### src/pkg/dsp_core_pkg.sv
// Shared constants, operation codes and sequencer states of the datapath.
// Assumes a single 40 MHz clock; nothing here holds logic.
package dsp_core_pkg;

	// ****************************************
	// Widths
	// ****************************************
	localparam int DATA_W = 16;
	localparam int ACC_W  = 32;
	localparam int SH_W   = 5;
	localparam int PORT_W = 3;

	// ****************************************
	// Shift limits and output shift codes
	// ****************************************
	localparam logic [SH_W-1:0] IN_SHIFT_MAX = 5'h10;
	localparam logic [SH_W-1:0] OUT_SH_ONE   = 5'h01;
	localparam logic [SH_W-1:0] OUT_SH_FOUR  = 5'h04;
	localparam logic [SH_W-1:0] OUT_SH_NONE  = 5'h00;

	// ****************************************
	// Port numbers and variants
	// ****************************************
	localparam logic [PORT_W-1:0] PORT_CTRL0  = 3'h0;
	localparam logic [PORT_W-1:0] PORT_CTRL1  = 3'h1;
	localparam logic [PORT_W-1:0] PORT_COPROC = 3'h5;
	localparam logic [DATA_W-1:0] BYTE_MASK   = 16'h00FF;
	localparam int STACK_DEPTH_STD   = 4;
	localparam int STACK_DEPTH_LARGE = 8;
	localparam int PROG_AW_STD   = 12;
	localparam int ROM_WORDS_STD = 4096;

	// ****************************************
	// Operations and sequencer states
	// ****************************************
	typedef enum logic [4:0] {
		OP_NOP  = 5'h00, OP_LAC  = 5'h01, OP_ADD  = 5'h02, OP_SUB  = 5'h03,
		OP_AND  = 5'h04, OP_OR   = 5'h05, OP_XOR  = 5'h06, OP_LACK = 5'h07,
		OP_SACH = 5'h08, OP_SACL = 5'h09, OP_LT   = 5'h0A, OP_MPY  = 5'h0B,
		OP_MPYI = 5'h0C, OP_PAC  = 5'h0D, OP_TBLR = 5'h0E, OP_IN   = 5'h0F,
		OP_OUT  = 5'h10, OP_CALL = 5'h11, OP_RET  = 5'h12, OP_PUSH = 5'h13,
		OP_POP  = 5'h14, OP_POLL = 5'h15
	} op_t;

	typedef enum logic [1:0] {
		PH_IDLE = 2'b00,
		PH_IO1  = 2'b01,
		PH_IO2  = 2'b10
	} phase_t;

endpackage

### src/pkg/stack_if.sv
// Carrier between the datapath and its return stack.
// Assumes both ends share the core clock.
`timescale 1ns/1ps
interface stack_if #(parameter int AW = 12);
	logic          push;
	logic          pop;
	logic [AW-1:0] wdata;
	logic [AW-1:0] top;

	modport owner (input push, input pop, input wdata, output top);
	modport user  (output push, output pop, output wdata, input top);
endinterface

### src/logic/return_stack.sv
// Circular return-address stack; the top entry is held in a register.
// Assumes push and pop are never asked in the same cycle; push wins.
`timescale 1ns/1ps
module return_stack #(
	parameter int DEPTH = 4,
	parameter int AW    = 12
) (
	input wire logic clk,
	input wire logic nrst,
	stack_if.owner   sp
);
	localparam int PW = $clog2(DEPTH);

	typedef struct packed {
		logic [DEPTH-1:0][AW-1:0] mem;
		logic [PW-1:0]            ptr;
		logic [AW-1:0]            top;
	} stk_t;

	stk_t s_q;
	stk_t s_d;

	// ****************************************
	// Next state
	// ****************************************
	// Overflow overwrites the oldest entry, as a fixed-depth stack must
	always_comb begin
		s_d = s_q;
		if (sp.push) begin
			s_d.mem[s_q.ptr] = sp.wdata;
			s_d.ptr = s_q.ptr + PW'(1);
			s_d.top = sp.wdata;
		end else if (sp.pop) begin
			s_d.ptr = s_q.ptr - PW'(1);
			s_d.top = s_q.mem[PW'(s_q.ptr - PW'(2))];
		end
	end

	always_ff @(posedge clk) begin
		if (!nrst) begin
			s_q <= '0;
		end else begin
			s_q <= s_d;
		end
	end

	assign sp.top = s_q.top;
endmodule

### src/logic/dsp_core_datapath.sv
// Core datapath: ALU, accumulator, shifters, multiplier, return stack, I/O.
// Assumes one operation offered per cycle, data RAM outside, pins synchronous.
`timescale 1ns/1ps
module dsp_core_datapath #(
	parameter int AW         = dsp_core_pkg::PROG_AW_STD,
	parameter int ROM_WORDS  = dsp_core_pkg::ROM_WORDS_STD,
	parameter bit LARGE_PROG = 1'b0,
	parameter bit HAS_SERIAL = 1'b0,
	parameter bit HAS_COPROC = 1'b0
) (
	input  wire logic                                  clk,
	input  wire logic                                  nrst,
	input  wire logic                                  op_valid,
	input  wire dsp_core_pkg::op_t                     op_code,
	input  wire logic [dsp_core_pkg::SH_W-1:0]         op_shift,
	input  wire logic [dsp_core_pkg::DATA_W-1:0]       op_imm,
	input  wire logic [dsp_core_pkg::PORT_W-1:0]       op_port,
	input  wire logic [dsp_core_pkg::DATA_W-1:0]       dmem_rdata,
	input  wire logic [dsp_core_pkg::DATA_W-1:0]       pmem_rdata,
	input  wire logic [AW-1:0]                         pc_in,
	input  wire logic [AW-1:0]                         fetch_addr,
	input  wire logic                                  program_memory_select,
	input  wire logic                                  branch_poll_input_n,
	input  wire logic                                  irq_n,
	input  wire logic                                  irq_mask,
	input  wire logic                                  coproc_mode,
	input  wire logic                                  coproc_byte,
	input  wire logic [dsp_core_pkg::DATA_W-1:0]       io_data_in,
	output logic [dsp_core_pkg::ACC_W-1:0]             acc,
	output logic [dsp_core_pkg::ACC_W-1:0]             product,
	output logic [dsp_core_pkg::DATA_W-1:0]            multiplicand,
	output logic [dsp_core_pkg::DATA_W-1:0]            dmem_wdata,
	output logic                                       dmem_we,
	output logic [dsp_core_pkg::PORT_W-1:0]            io_addr,
	output logic                                       io_rd,
	output logic                                       io_wr,
	output logic [dsp_core_pkg::DATA_W-1:0]            io_data_out,
	output logic                                       ctrl0_sel,
	output logic                                       ctrl1_sel,
	output logic                                       coproc_sel,
	output logic                                       busy,
	output logic                                       irq_take,
	output logic                                       poll_low,
	output logic [AW-1:0]                              ret_addr,
	output logic                                       pmem_onchip
);
	import dsp_core_pkg::*;

	typedef struct packed {
		logic [ACC_W-1:0]  acc;
		logic [ACC_W-1:0]  preg;
		logic [DATA_W-1:0] treg;
		logic [DATA_W-1:0] wdata;
		logic              we;
		logic [PORT_W-1:0] port;
		logic              rd;
		logic              wr;
		logic [DATA_W-1:0] dout;
		logic              c0;
		logic              c1;
		logic              cp;
		phase_t            phase;
		logic              bsy;
		logic              itake;
		logic              poll;
		logic [AW-1:0]     ret;
		logic              onchip;
	} core_t;

	core_t st_q;
	core_t st_d;
	logic  go;
	logic  take_irq;

	stack_if #(.AW(AW)) stk ();

	return_stack #(
		.DEPTH (LARGE_PROG ? STACK_DEPTH_LARGE : STACK_DEPTH_STD),
		.AW    (AW)
	) u_stack (
		.clk  (clk),
		.nrst (nrst),
		.sp   (stk.owner)
	);

	// ****************************************
	// Arithmetic helpers
	// ****************************************
	// Clamped at sixteen; larger codes would shift the sign away
	function automatic logic [ACC_W-1:0] in_shift(logic [DATA_W-1:0] d,
		logic [SH_W-1:0] s);
		logic [ACC_W-1:0] x;
		logic [SH_W-1:0]  n;
		x = {{DATA_W{d[DATA_W-1]}}, d};
		n = (s > IN_SHIFT_MAX) ? IN_SHIFT_MAX : s;
		return x << n;
	endfunction

	// Only 0, 1 and 4 exist; other codes store unshifted
	function automatic logic [DATA_W-1:0] out_shift(logic [ACC_W-1:0] a,
		logic [SH_W-1:0] s);
		logic [ACC_W-1:0] x;
		logic [SH_W-1:0]  n;
		n = (s == OUT_SH_ONE || s == OUT_SH_FOUR) ? s : OUT_SH_NONE;
		x = a << n;
		return x[ACC_W-1:DATA_W];
	endfunction

	function automatic logic [ACC_W-1:0] smul(logic [DATA_W-1:0] a,
		logic [DATA_W-1:0] b);
		logic signed [ACC_W-1:0] x;
		logic signed [ACC_W-1:0] y;
		x = $signed({{DATA_W{a[DATA_W-1]}}, a});
		y = $signed({{DATA_W{b[DATA_W-1]}}, b});
		return ACC_W'(x * y);
	endfunction

	// Coprocessor byte mode keeps only the low lane
	function automatic logic [DATA_W-1:0] lane(logic [DATA_W-1:0] d,
		logic [PORT_W-1:0] p);
		if (HAS_COPROC && coproc_mode && coproc_byte && p == PORT_COPROC) begin
			return d & BYTE_MASK;
		end
		return d;
	endfunction

	// ****************************************
	// Next state
	// ****************************************
	assign go       = op_valid && st_q.phase == PH_IDLE;
	// Interrupt only in an idle slot with no operation offered
	assign take_irq = !irq_n && !irq_mask && !op_valid && st_q.phase == PH_IDLE;

	always_comb begin
		st_d       = st_q;
		st_d.we    = 1'b0;
		st_d.itake = 1'b0;
		st_d.poll  = 1'b0;
		stk.push   = 1'b0;
		stk.pop    = 1'b0;
		stk.wdata  = pc_in;
		st_d.onchip = program_memory_select && 32'(fetch_addr) < ROM_WORDS;
		if (take_irq) begin
			st_d.itake = 1'b1;
			stk.push   = 1'b1;
		end
		if (go) begin
			unique case (op_code)
				OP_LAC:  st_d.acc = in_shift(dmem_rdata, op_shift);
				OP_ADD:  st_d.acc = st_q.acc + in_shift(dmem_rdata, op_shift);
				OP_SUB:  st_d.acc = st_q.acc - in_shift(dmem_rdata, op_shift);
				OP_AND:  st_d.acc = st_q.acc & {{DATA_W{1'b0}}, dmem_rdata};
				OP_OR:   st_d.acc = st_q.acc | {{DATA_W{1'b0}}, dmem_rdata};
				OP_XOR:  st_d.acc = st_q.acc ^ {{DATA_W{1'b0}}, dmem_rdata};
				OP_LACK: st_d.acc = {{DATA_W{1'b0}}, op_imm};
				OP_SACH: begin
					st_d.wdata = out_shift(st_q.acc, op_shift);
					st_d.we    = 1'b1;
				end
				OP_SACL: begin
					st_d.wdata = st_q.acc[DATA_W-1:0];
					st_d.we    = 1'b1;
				end
				OP_LT:   st_d.treg = dmem_rdata;
				OP_MPY:  st_d.preg = smul(st_q.treg, dmem_rdata);
				OP_MPYI: st_d.preg = smul(st_q.treg, op_imm);
				OP_PAC:  st_d.acc = st_q.preg;
				OP_TBLR: begin
					st_d.wdata = pmem_rdata;
					st_d.we    = 1'b1;
				end
				OP_IN, OP_OUT: begin
					st_d.phase = PH_IO1;
					st_d.port  = op_port;
					st_d.rd    = op_code == OP_IN;
					st_d.wr    = op_code == OP_OUT;
					st_d.dout  = lane(dmem_rdata, op_port);
					st_d.c0    = HAS_SERIAL && op_port == PORT_CTRL0;
					st_d.c1    = HAS_SERIAL && op_port == PORT_CTRL1;
					st_d.cp    = HAS_COPROC && coproc_mode && op_port == PORT_COPROC;
				end
				OP_CALL: stk.push = 1'b1;
				OP_RET: begin
					st_d.ret = stk.top;
					stk.pop  = 1'b1;
				end
				OP_PUSH: begin
					stk.wdata = AW'(dmem_rdata);
					stk.push  = 1'b1;
				end
				OP_POP: begin
					st_d.wdata = DATA_W'(stk.top);
					st_d.we    = 1'b1;
					stk.pop    = 1'b1;
				end
				OP_POLL: st_d.poll = !branch_poll_input_n;
				default: ;
			endcase
		end
		unique case (st_q.phase)
			PH_IDLE: ;
			PH_IO1:  st_d.phase = PH_IO2;
			PH_IO2: begin
				st_d.phase = PH_IDLE;
				st_d.rd    = 1'b0;
				st_d.wr    = 1'b0;
				st_d.c0    = 1'b0;
				st_d.c1    = 1'b0;
				st_d.cp    = 1'b0;
				if (st_q.rd) begin
					st_d.wdata = lane(io_data_in, st_q.port);
					st_d.we    = 1'b1;
				end
			end
			default: st_d.phase = PH_IDLE;
		endcase
		// Registered so busy leaves a flip-flop, not a decoder
		st_d.bsy = st_d.phase != PH_IDLE;
	end

	always_ff @(posedge clk) begin
		if (!nrst) begin
			st_q <= '0;
		end else begin
			st_q <= st_d;
		end
	end

	// ****************************************
	// Outputs
	// ****************************************
	assign acc          = st_q.acc;
	assign product      = st_q.preg;
	assign multiplicand = st_q.treg;
	assign dmem_wdata   = st_q.wdata;
	assign dmem_we      = st_q.we;
	assign io_addr      = st_q.port;
	assign io_rd        = st_q.rd;
	assign io_wr        = st_q.wr;
	assign io_data_out  = st_q.dout;
	assign ctrl0_sel    = st_q.c0;
	assign ctrl1_sel    = st_q.c1;
	assign coproc_sel   = st_q.cp;
	assign busy         = st_q.bsy;
	assign irq_take     = st_q.itake;
	assign poll_low     = st_q.poll;
	assign ret_addr     = st_q.ret;
	assign pmem_onchip  = st_q.onchip;
endmodule

### config.mk
export PLATFORM = sky130hd
export DESIGN_NAME = dsp_core_datapath
export DESIGN_NICKNAME = d
export VERILOG_FILES = /design/src/pkg/dsp_core_pkg.sv /design/src/pkg/stack_if.sv /design/src/logic/return_stack.sv /design/src/logic/dsp_core_datapath.sv
export SDC_FILE = /design/constraint.sdc
export NUM_CORES = 2
export LEC_CHECK = 0
export ABC_AREA = 1
export BUFFER_PORTS_ARGS = -buffer_cell sky130_fd_sc_hd__buf_4
export CORE_ASPECT_RATIO = 2
export CORE_MARGIN = 3
export CORE_UTILIZATION = 29
export CTS_BUF_LIST = sky130_fd_sc_hd__clkbuf_16
export DETAILED_ROUTE_END_ITERATION = 8
export PLACE_DENSITY = 0.5
export SLEW_MARGIN = 15
export SYNTH_ARGS = -nofsm -noshare
export SYNTH_HDL_FRONTEND = slang
export SYNTH_HIERARCHICAL = 1
export SYNTH_SLANG_ARGS = --single-unit
### constraint.sdc
create_clock -name clk -period 11.1 [get_ports clk]
set_input_delay 3.33 -clock clk [delete_from_list [all_inputs] [get_ports clk]]
set_output_delay 3.33 -clock clk [all_outputs]
set_load 0.05 [all_outputs]
=== After elaboration in Yosys (flattened, before gate mapping) ===
Index checks and enable logic that the tools add are counted.

* Add/sub/neg operators: 5
* Multiply operators: 2
* Order comparisons: 4
* Equal/unequal tests: 25
* Shift operators: 2
* Mux-type cells: 24
* Bitwise gates (word level): 4
* Reductions and logical operators: 25

{| class="wikitable"
|+ Operators with widths
! kind !! count
|-
| case mux 32 bit (8 select lines) || 1
|-
| case mux 17 bit (4 select lines) || 1
|-
| multiplier 16 x 16 -> 32 bit || 2
|-
| case mux 32 bit (2 select lines) || 1
|-
| << shifter 32 x 5 -> 32 bit || 2
|-
| bitwise mux 48 bit || 1
|-
| 2-to-1 mux 12 bit || 4
|-
| 2-to-1 mux 43 bit || 1
|-
| == test 5 x 4 -> 1 bit, second input constant || 8
|-
| 2-to-1 mux 17 bit || 2
|-
| adder 32 bit || 1
|-
| AND 32 x 16 -> 32 bit || 1
|-
| bitwise OR 32 x 16 -> 32 bit || 1
|-
| subtractor 32 bit || 1
|-
| XOR 32 x 16 -> 32 bit || 1
|-
| == test 5 bit, second input constant || 6
|-
| 2-to-1 mux 14 bit || 2
|-
| 2-to-1 mux 26 bit || 1
|-
| == test 5 x 3 -> 1 bit, second input constant || 5
|-
| binary-select mux 12 bit (select 2 bit) || 1
|-
| demux 12 bit (select 2 bit) || 1
|-
| == test 5 x 1 -> 1 bit, second input constant || 2
|-
| == test 5 x 2 -> 1 bit, second input constant || 2
|-
| 2-to-1 mux 5 bit || 2
|-
| 20 further kinds || 41
|}

* Register bits: 198
* Input port bits: 110
* Logic and storage cells: 112

=== Depth between registers and ports, before layout ===
* Depth in word-level cells: 8
* Gate-level depth with buffers: 38

=== Cells and area by module ===
The synthesis kept the hierarchy.

{| class="wikitable"
|+ By module, submodules not included
! module !! instances !! cells an instance !! area an instance (um2) !! sequential area each (um2)
|-
| dsp_core_datapath || 1 || 4422 || 32104.5 || 2722.6
|-
| return_stack || 1 || 418 || 2847.7 || 1241.2
|}

=== Worst setup path after synthesis ===
OpenSTA, ideal clock, no wires.

* Path type: input port to flip-flop
* From: input port dmem_rdata[15] (netlist bit)
* To: register st_q (netlist bit product[31])
* Data arrival time: 9.030 ns
* Setup slack: 1.961 ns
* Stages on the path: 27
* Path buffers: 3
* Cell sequence: clkbuf_1 > inv_1 > clkbuf_1 > buf_1 > nor2_1 > fa_1 > fa_1 > fa_1 > fa_1 > fa_1 > inv_1 > fa_1 > inv_1 > ha_1 > nand2_1 > nor4_1 > nand4_1 > nand3_1 > nand2_1 > o211ai_1 > a21boi_0 > o21ai_0 > nor2_1 > o21ai_0 > nand3_1 > nand2_1 > inv_1

* Word-level cells in the longest chain between the ends: 2

{| class="wikitable"
|+ RTL lines
! item !! RTL line !! source
|-
| from (decl) || dsp_core_datapath.sv:18 || <nowiki>input wire logic [dsp_core_pkg::DATA_W-1:0] dmem_rdata,</nowiki>
|-
| multiplier 16 x 16 -> 32 bit || dsp_core_datapath.sv:115 || <nowiki>return ACC_W'(x * y);</nowiki>
|-
| case mux 32 bit (2 select lines) || dsp_core_datapath.sv:148 || <nowiki>unique case (op_code)</nowiki>
|-
| to (signal assigned) || dsp_core_datapath.sv:225 || <nowiki>st_q <= st_d;</nowiki>
|-
| to (decl) || dsp_core_datapath.sv:70 || <nowiki>core_t st_q;</nowiki>
|}

Every way passes these cells.
A chain may end at the register's enable or synchronous reset.

=== Worst setup path in the final report ===
* From: input port dmem_rdata[1] (netlist bit)
* To: register st_q (netlist bit product[31])

Same word-level chain as after synthesis.

==> results.md <==
- Share of flip-flops with an asynchronous set or reset: 0%
- Clk buf depth: 2
- Die H: 497 um
- Area grow syn2layout: 7.95%
- Clk root buf: clkbuf_16
- Crit end category: flop
- Fin crit share: 88.5%
- Maximum vdd ir drop: 0.114 mV
- Cells after synthesis: 4840
- Total I/O pin count: 247
- Most used cell, CP: fa_1
- # rows: 179
- MaxCap Viol Count: 0
- First drt pass iteration count: 6
- # Post-CTS Setup Buffers: 0
- Area of the core: 119000 sq um
- Initial antenna violation count: 4
- Drt total wl: 140000 um
- P_sw: 0.00114 W
- Remaining DRCs: 0
- Mux cell area share after synthesis: 0.0322%
- Final Max Tran Viols: 0
- Clock-pin slew on the worst setup and hold paths: 0.10 ns
- Switching share of power: 45.4%
- CTS tree: yes
- Final hold violations: 0
- Worst-Skew Late Latency: 0.50 ns
- RSZ-0062 raised after global routing: false
- Synth Flop Type: dfxtp_1
- Clk sinks: 198
- Lkg Pwr: 20.4 nW
- Comb power frac: 41.3%
- Post-route ant nets: 0
- Worst Hold Class: flop to flop
- Post-synthesis compound-gate area fraction: 12.0%
- Largest family of logic cells by synthesized area: adder cells
- Area occupied by multi-input gates: 24900 sq um
- 1st-iter DRT viols: 1917
- Cells after DPL: 6292
- EDFF count, synth: 0
- Slowest CP cell: fa_1
- Overall Power: 0.00252 W
- Seq pwr share: 30.0%
- Synth warn: 6
- Final setup violation count: 0
- Worst Setup Path Type: input port to flop
- DP Wirelength: 113000 um
- Power per cell area: 66.8 nW/um^2
- Sequential element share of the synthesized area: 11.3%
- Tmin final: 9.82 ns
- Layout fillers: 13100
- Worst-Margin Slew: 1.13 ns
- F_max: 0.102 GHz
- Final core utilization: 31.6%
- Non-Filler Instances: 6326
- GR Overflow Total: 0
- Yosys reg bits: 198
- Vias per cell: 4.95
- Int Pwr: 0.00137 W
- Initial Util: 29.3%
- Synthesized area per cell: 7.22 sq um
- Startpoint types: input port
- Simple-gate share of the synthesized area: 18.9%
- CP delay by family, top: adder cells
- Run status: finished clean
- WL/cell: 22.2 um
- Slew headroom: 23.9%
- Num CTS Buffers: 17
- Worst path bufs/invs: 5
- Vias in the first global route: 33200
- WP data required: 11.51 ns
- Synth Area in Adders: 38.2%
- Worst path max stage delay: 0.77 ns
- Synth unique cells: 57
- Synth top area share: 30.1%
- WP data arrival: 10.23 ns
- Post-route clock skew: 0.0216 ns
- Die Wd: 251 um
- H-tree depth: 4
- Worst Path Max Fanout: 10
- GPL Wtd Cong: 0.985
- Clock share of power: 28.7%
- Hold-fix buffers, CTS: 0
- DIE AREA: 125000 sq um
- First-pass GRT wire length: 208000 um
- Register area: 3960 sq um
- Final setup TNS: 0 ns
- Final net count: 5636
- Mapped Area: 35000 sq um
- Total GRT Usage: 22.5%
- Yosys top cell by area: fa_1
- Fraction of layout cells with a size suffix above 1: 8.17%
- Post-synthesis xor/xnor area fraction: 1.83%
- IO buf count: 229
- Largest net degree at the start of global routing: 69
- CTS resizes: 0
- Via count: 31300
- Synth area leaders: fa_1 30%, inv_1 12%, nand2_1 12%
## cells in the final DEF (no fill, tap or decap), types with 7 or more instances in the layout
cell type | netlist | layout
a31oi_1 | 25 | 25
nor2_2 | 7 | 9
clkbuf_16 | 0 | 17
nor3_1 | 16 | 15
o21a_1 | 9 | 9
nand3_1 | 178 | 178
o211ai_1 | 42 | 42
inv_1 | 1082 | 1082
o21ai_1 | 10 | 11
o221ai_1 | 21 | 21
nand4_1 | 27 | 27
nand2_2 | 12 | 12
xor2_1 | 39 | 39
a211oi_1 | 31 | 31
o22ai_1 | 8 | 8
a221oi_1 | 27 | 27
nor4_1 | 8 | 8
nand3_2 | 8 | 8
or2_2 | 16 | 16
o21ai_0 | 234 | 233
nor2_1 | 254 | 251
ha_1 | 228 | 228
nand2_1 | 1076 | 1076
a21oi_1 | 281 | 280
buf_4 | 152 | 291
inv_2 | 7 | 7
fa_1 | 525 | 525
xnor2_1 | 34 | 34
dfxtp_1 | 198 | 198
o2111ai_1 | 12 | 12
## worst register-to-register path: stages, from the launching register on
cell,delay (ns)
dfxtp_1,0.86
buf_4,0.51
nand2_1,0.20
fa_1,0.55
inv_1,0.07
fa_1,0.55
fa_1,0.46
fa_1,0.51
fa_1,0.52
inv_1,0.05
fa_1,0.47
inv_1,0.04
ha_1,0.44
nand2_1,0.25
nor4_1,0.59
nand4_1,0.16
nand3_1,0.33
nand2_1,0.10
o211ai_1,0.16
a21boi_0,0.22
o21ai_0,0.26
nor2_1,0.06
o21ai_0,0.18
nand3_1,0.14
nand2_1,0.11
inv_1,0.04
## path summary, 6_finish.rpt
kind                         from              end  slack, ns  depth (start not counted)
setup / recovery    dmem_rdata[1]      product[31]       1.28                         25
setup reg to reg  multiplicand[7]      product[31]       3.21                         25
hold / removal    u_stack/s_q[28]  u_stack/s_q[28]       0.45                          2
hold reg to reg   u_stack/s_q[28]  u_stack/s_q[28]       0.45                          2
## power by group through the flow
stage                     Combinational, W  Sequential, W  Clock [W]
after CTS                          0.00104       0.000757   0.000738
after floorplan                   0.000702       0.000760          0
after global routing               0.00114       0.000758   0.000761
after detailed placement           0.00104       0.000773          0
after global placement             0.00103       0.000773          0
final                              0.00104       0.000757   0.000722
## metrics by stage
stage	cell area, sq um	hold WS (ns)	setup slack, ns
floorplan	35000	0.423	1.96
global placement	37100	0.432	0.806
detailed placement	37100	0.438	0.814
CTS	37700	0.451	1.33
global route	37700	0.467	0.929
finish	37700	0.451	1.28
## cell usage after synthesis (31+ instances only)
cell      number
a211oi_1      31
a21oi_1      281
buf_4        152
clkbuf_1     193
dfxtp_1      198
fa_1         525
ha_1         228
inv_1       1082
nand2_1     1076
nand3_1      178
nor2_1       254
o211ai_1      42
o21ai_0      234
xnor2_1       34
xor2_1        39
## logic make-up after synthesis
logic type / count (synthesis)
flops: 198
buf+inv: 1471
compound gates: 728
mux: 1
simple gates: 1615
xor+xnor: 73
fa+ha+maj: 753
other cells: 1
## flip-flops by register name, indices dropped and copies added (netlist names), 2 cells and up
signal	count
u_stack/sp.top	12
io_data_out	16
acc	32
product	32
ret_addr	12
u_stack/s_q	50
st_q	2
dmem_wdata	16
io_addr	3
multiplicand	16
## metal layers
layer / global-route usage, % / wire (um) / share of wire, % / up-vias
met5: 0 / 23 / 0.016 / -
met4: 20.4 / 15400 / 11 / 4
met3: 2.74 / 6500 / 4.6 / 465
met2: 43.0 / 75000 / 53 / 1105
met1: 20.3 / 43500 / 31 / 15300
li1: - / - / - / 14500
## area by class of cell
class	instances	area share, %
clock buffers	17	1.13
diodes	2	0.0133
clock inverters	15	0.620
flip-flops and latches	198	10.5
inverters	1091	10.9
repair buffers	292	5.84
multi-input cells	3173	65.9
well taps	1538	5.10
(Power assumes the default switching activity.)
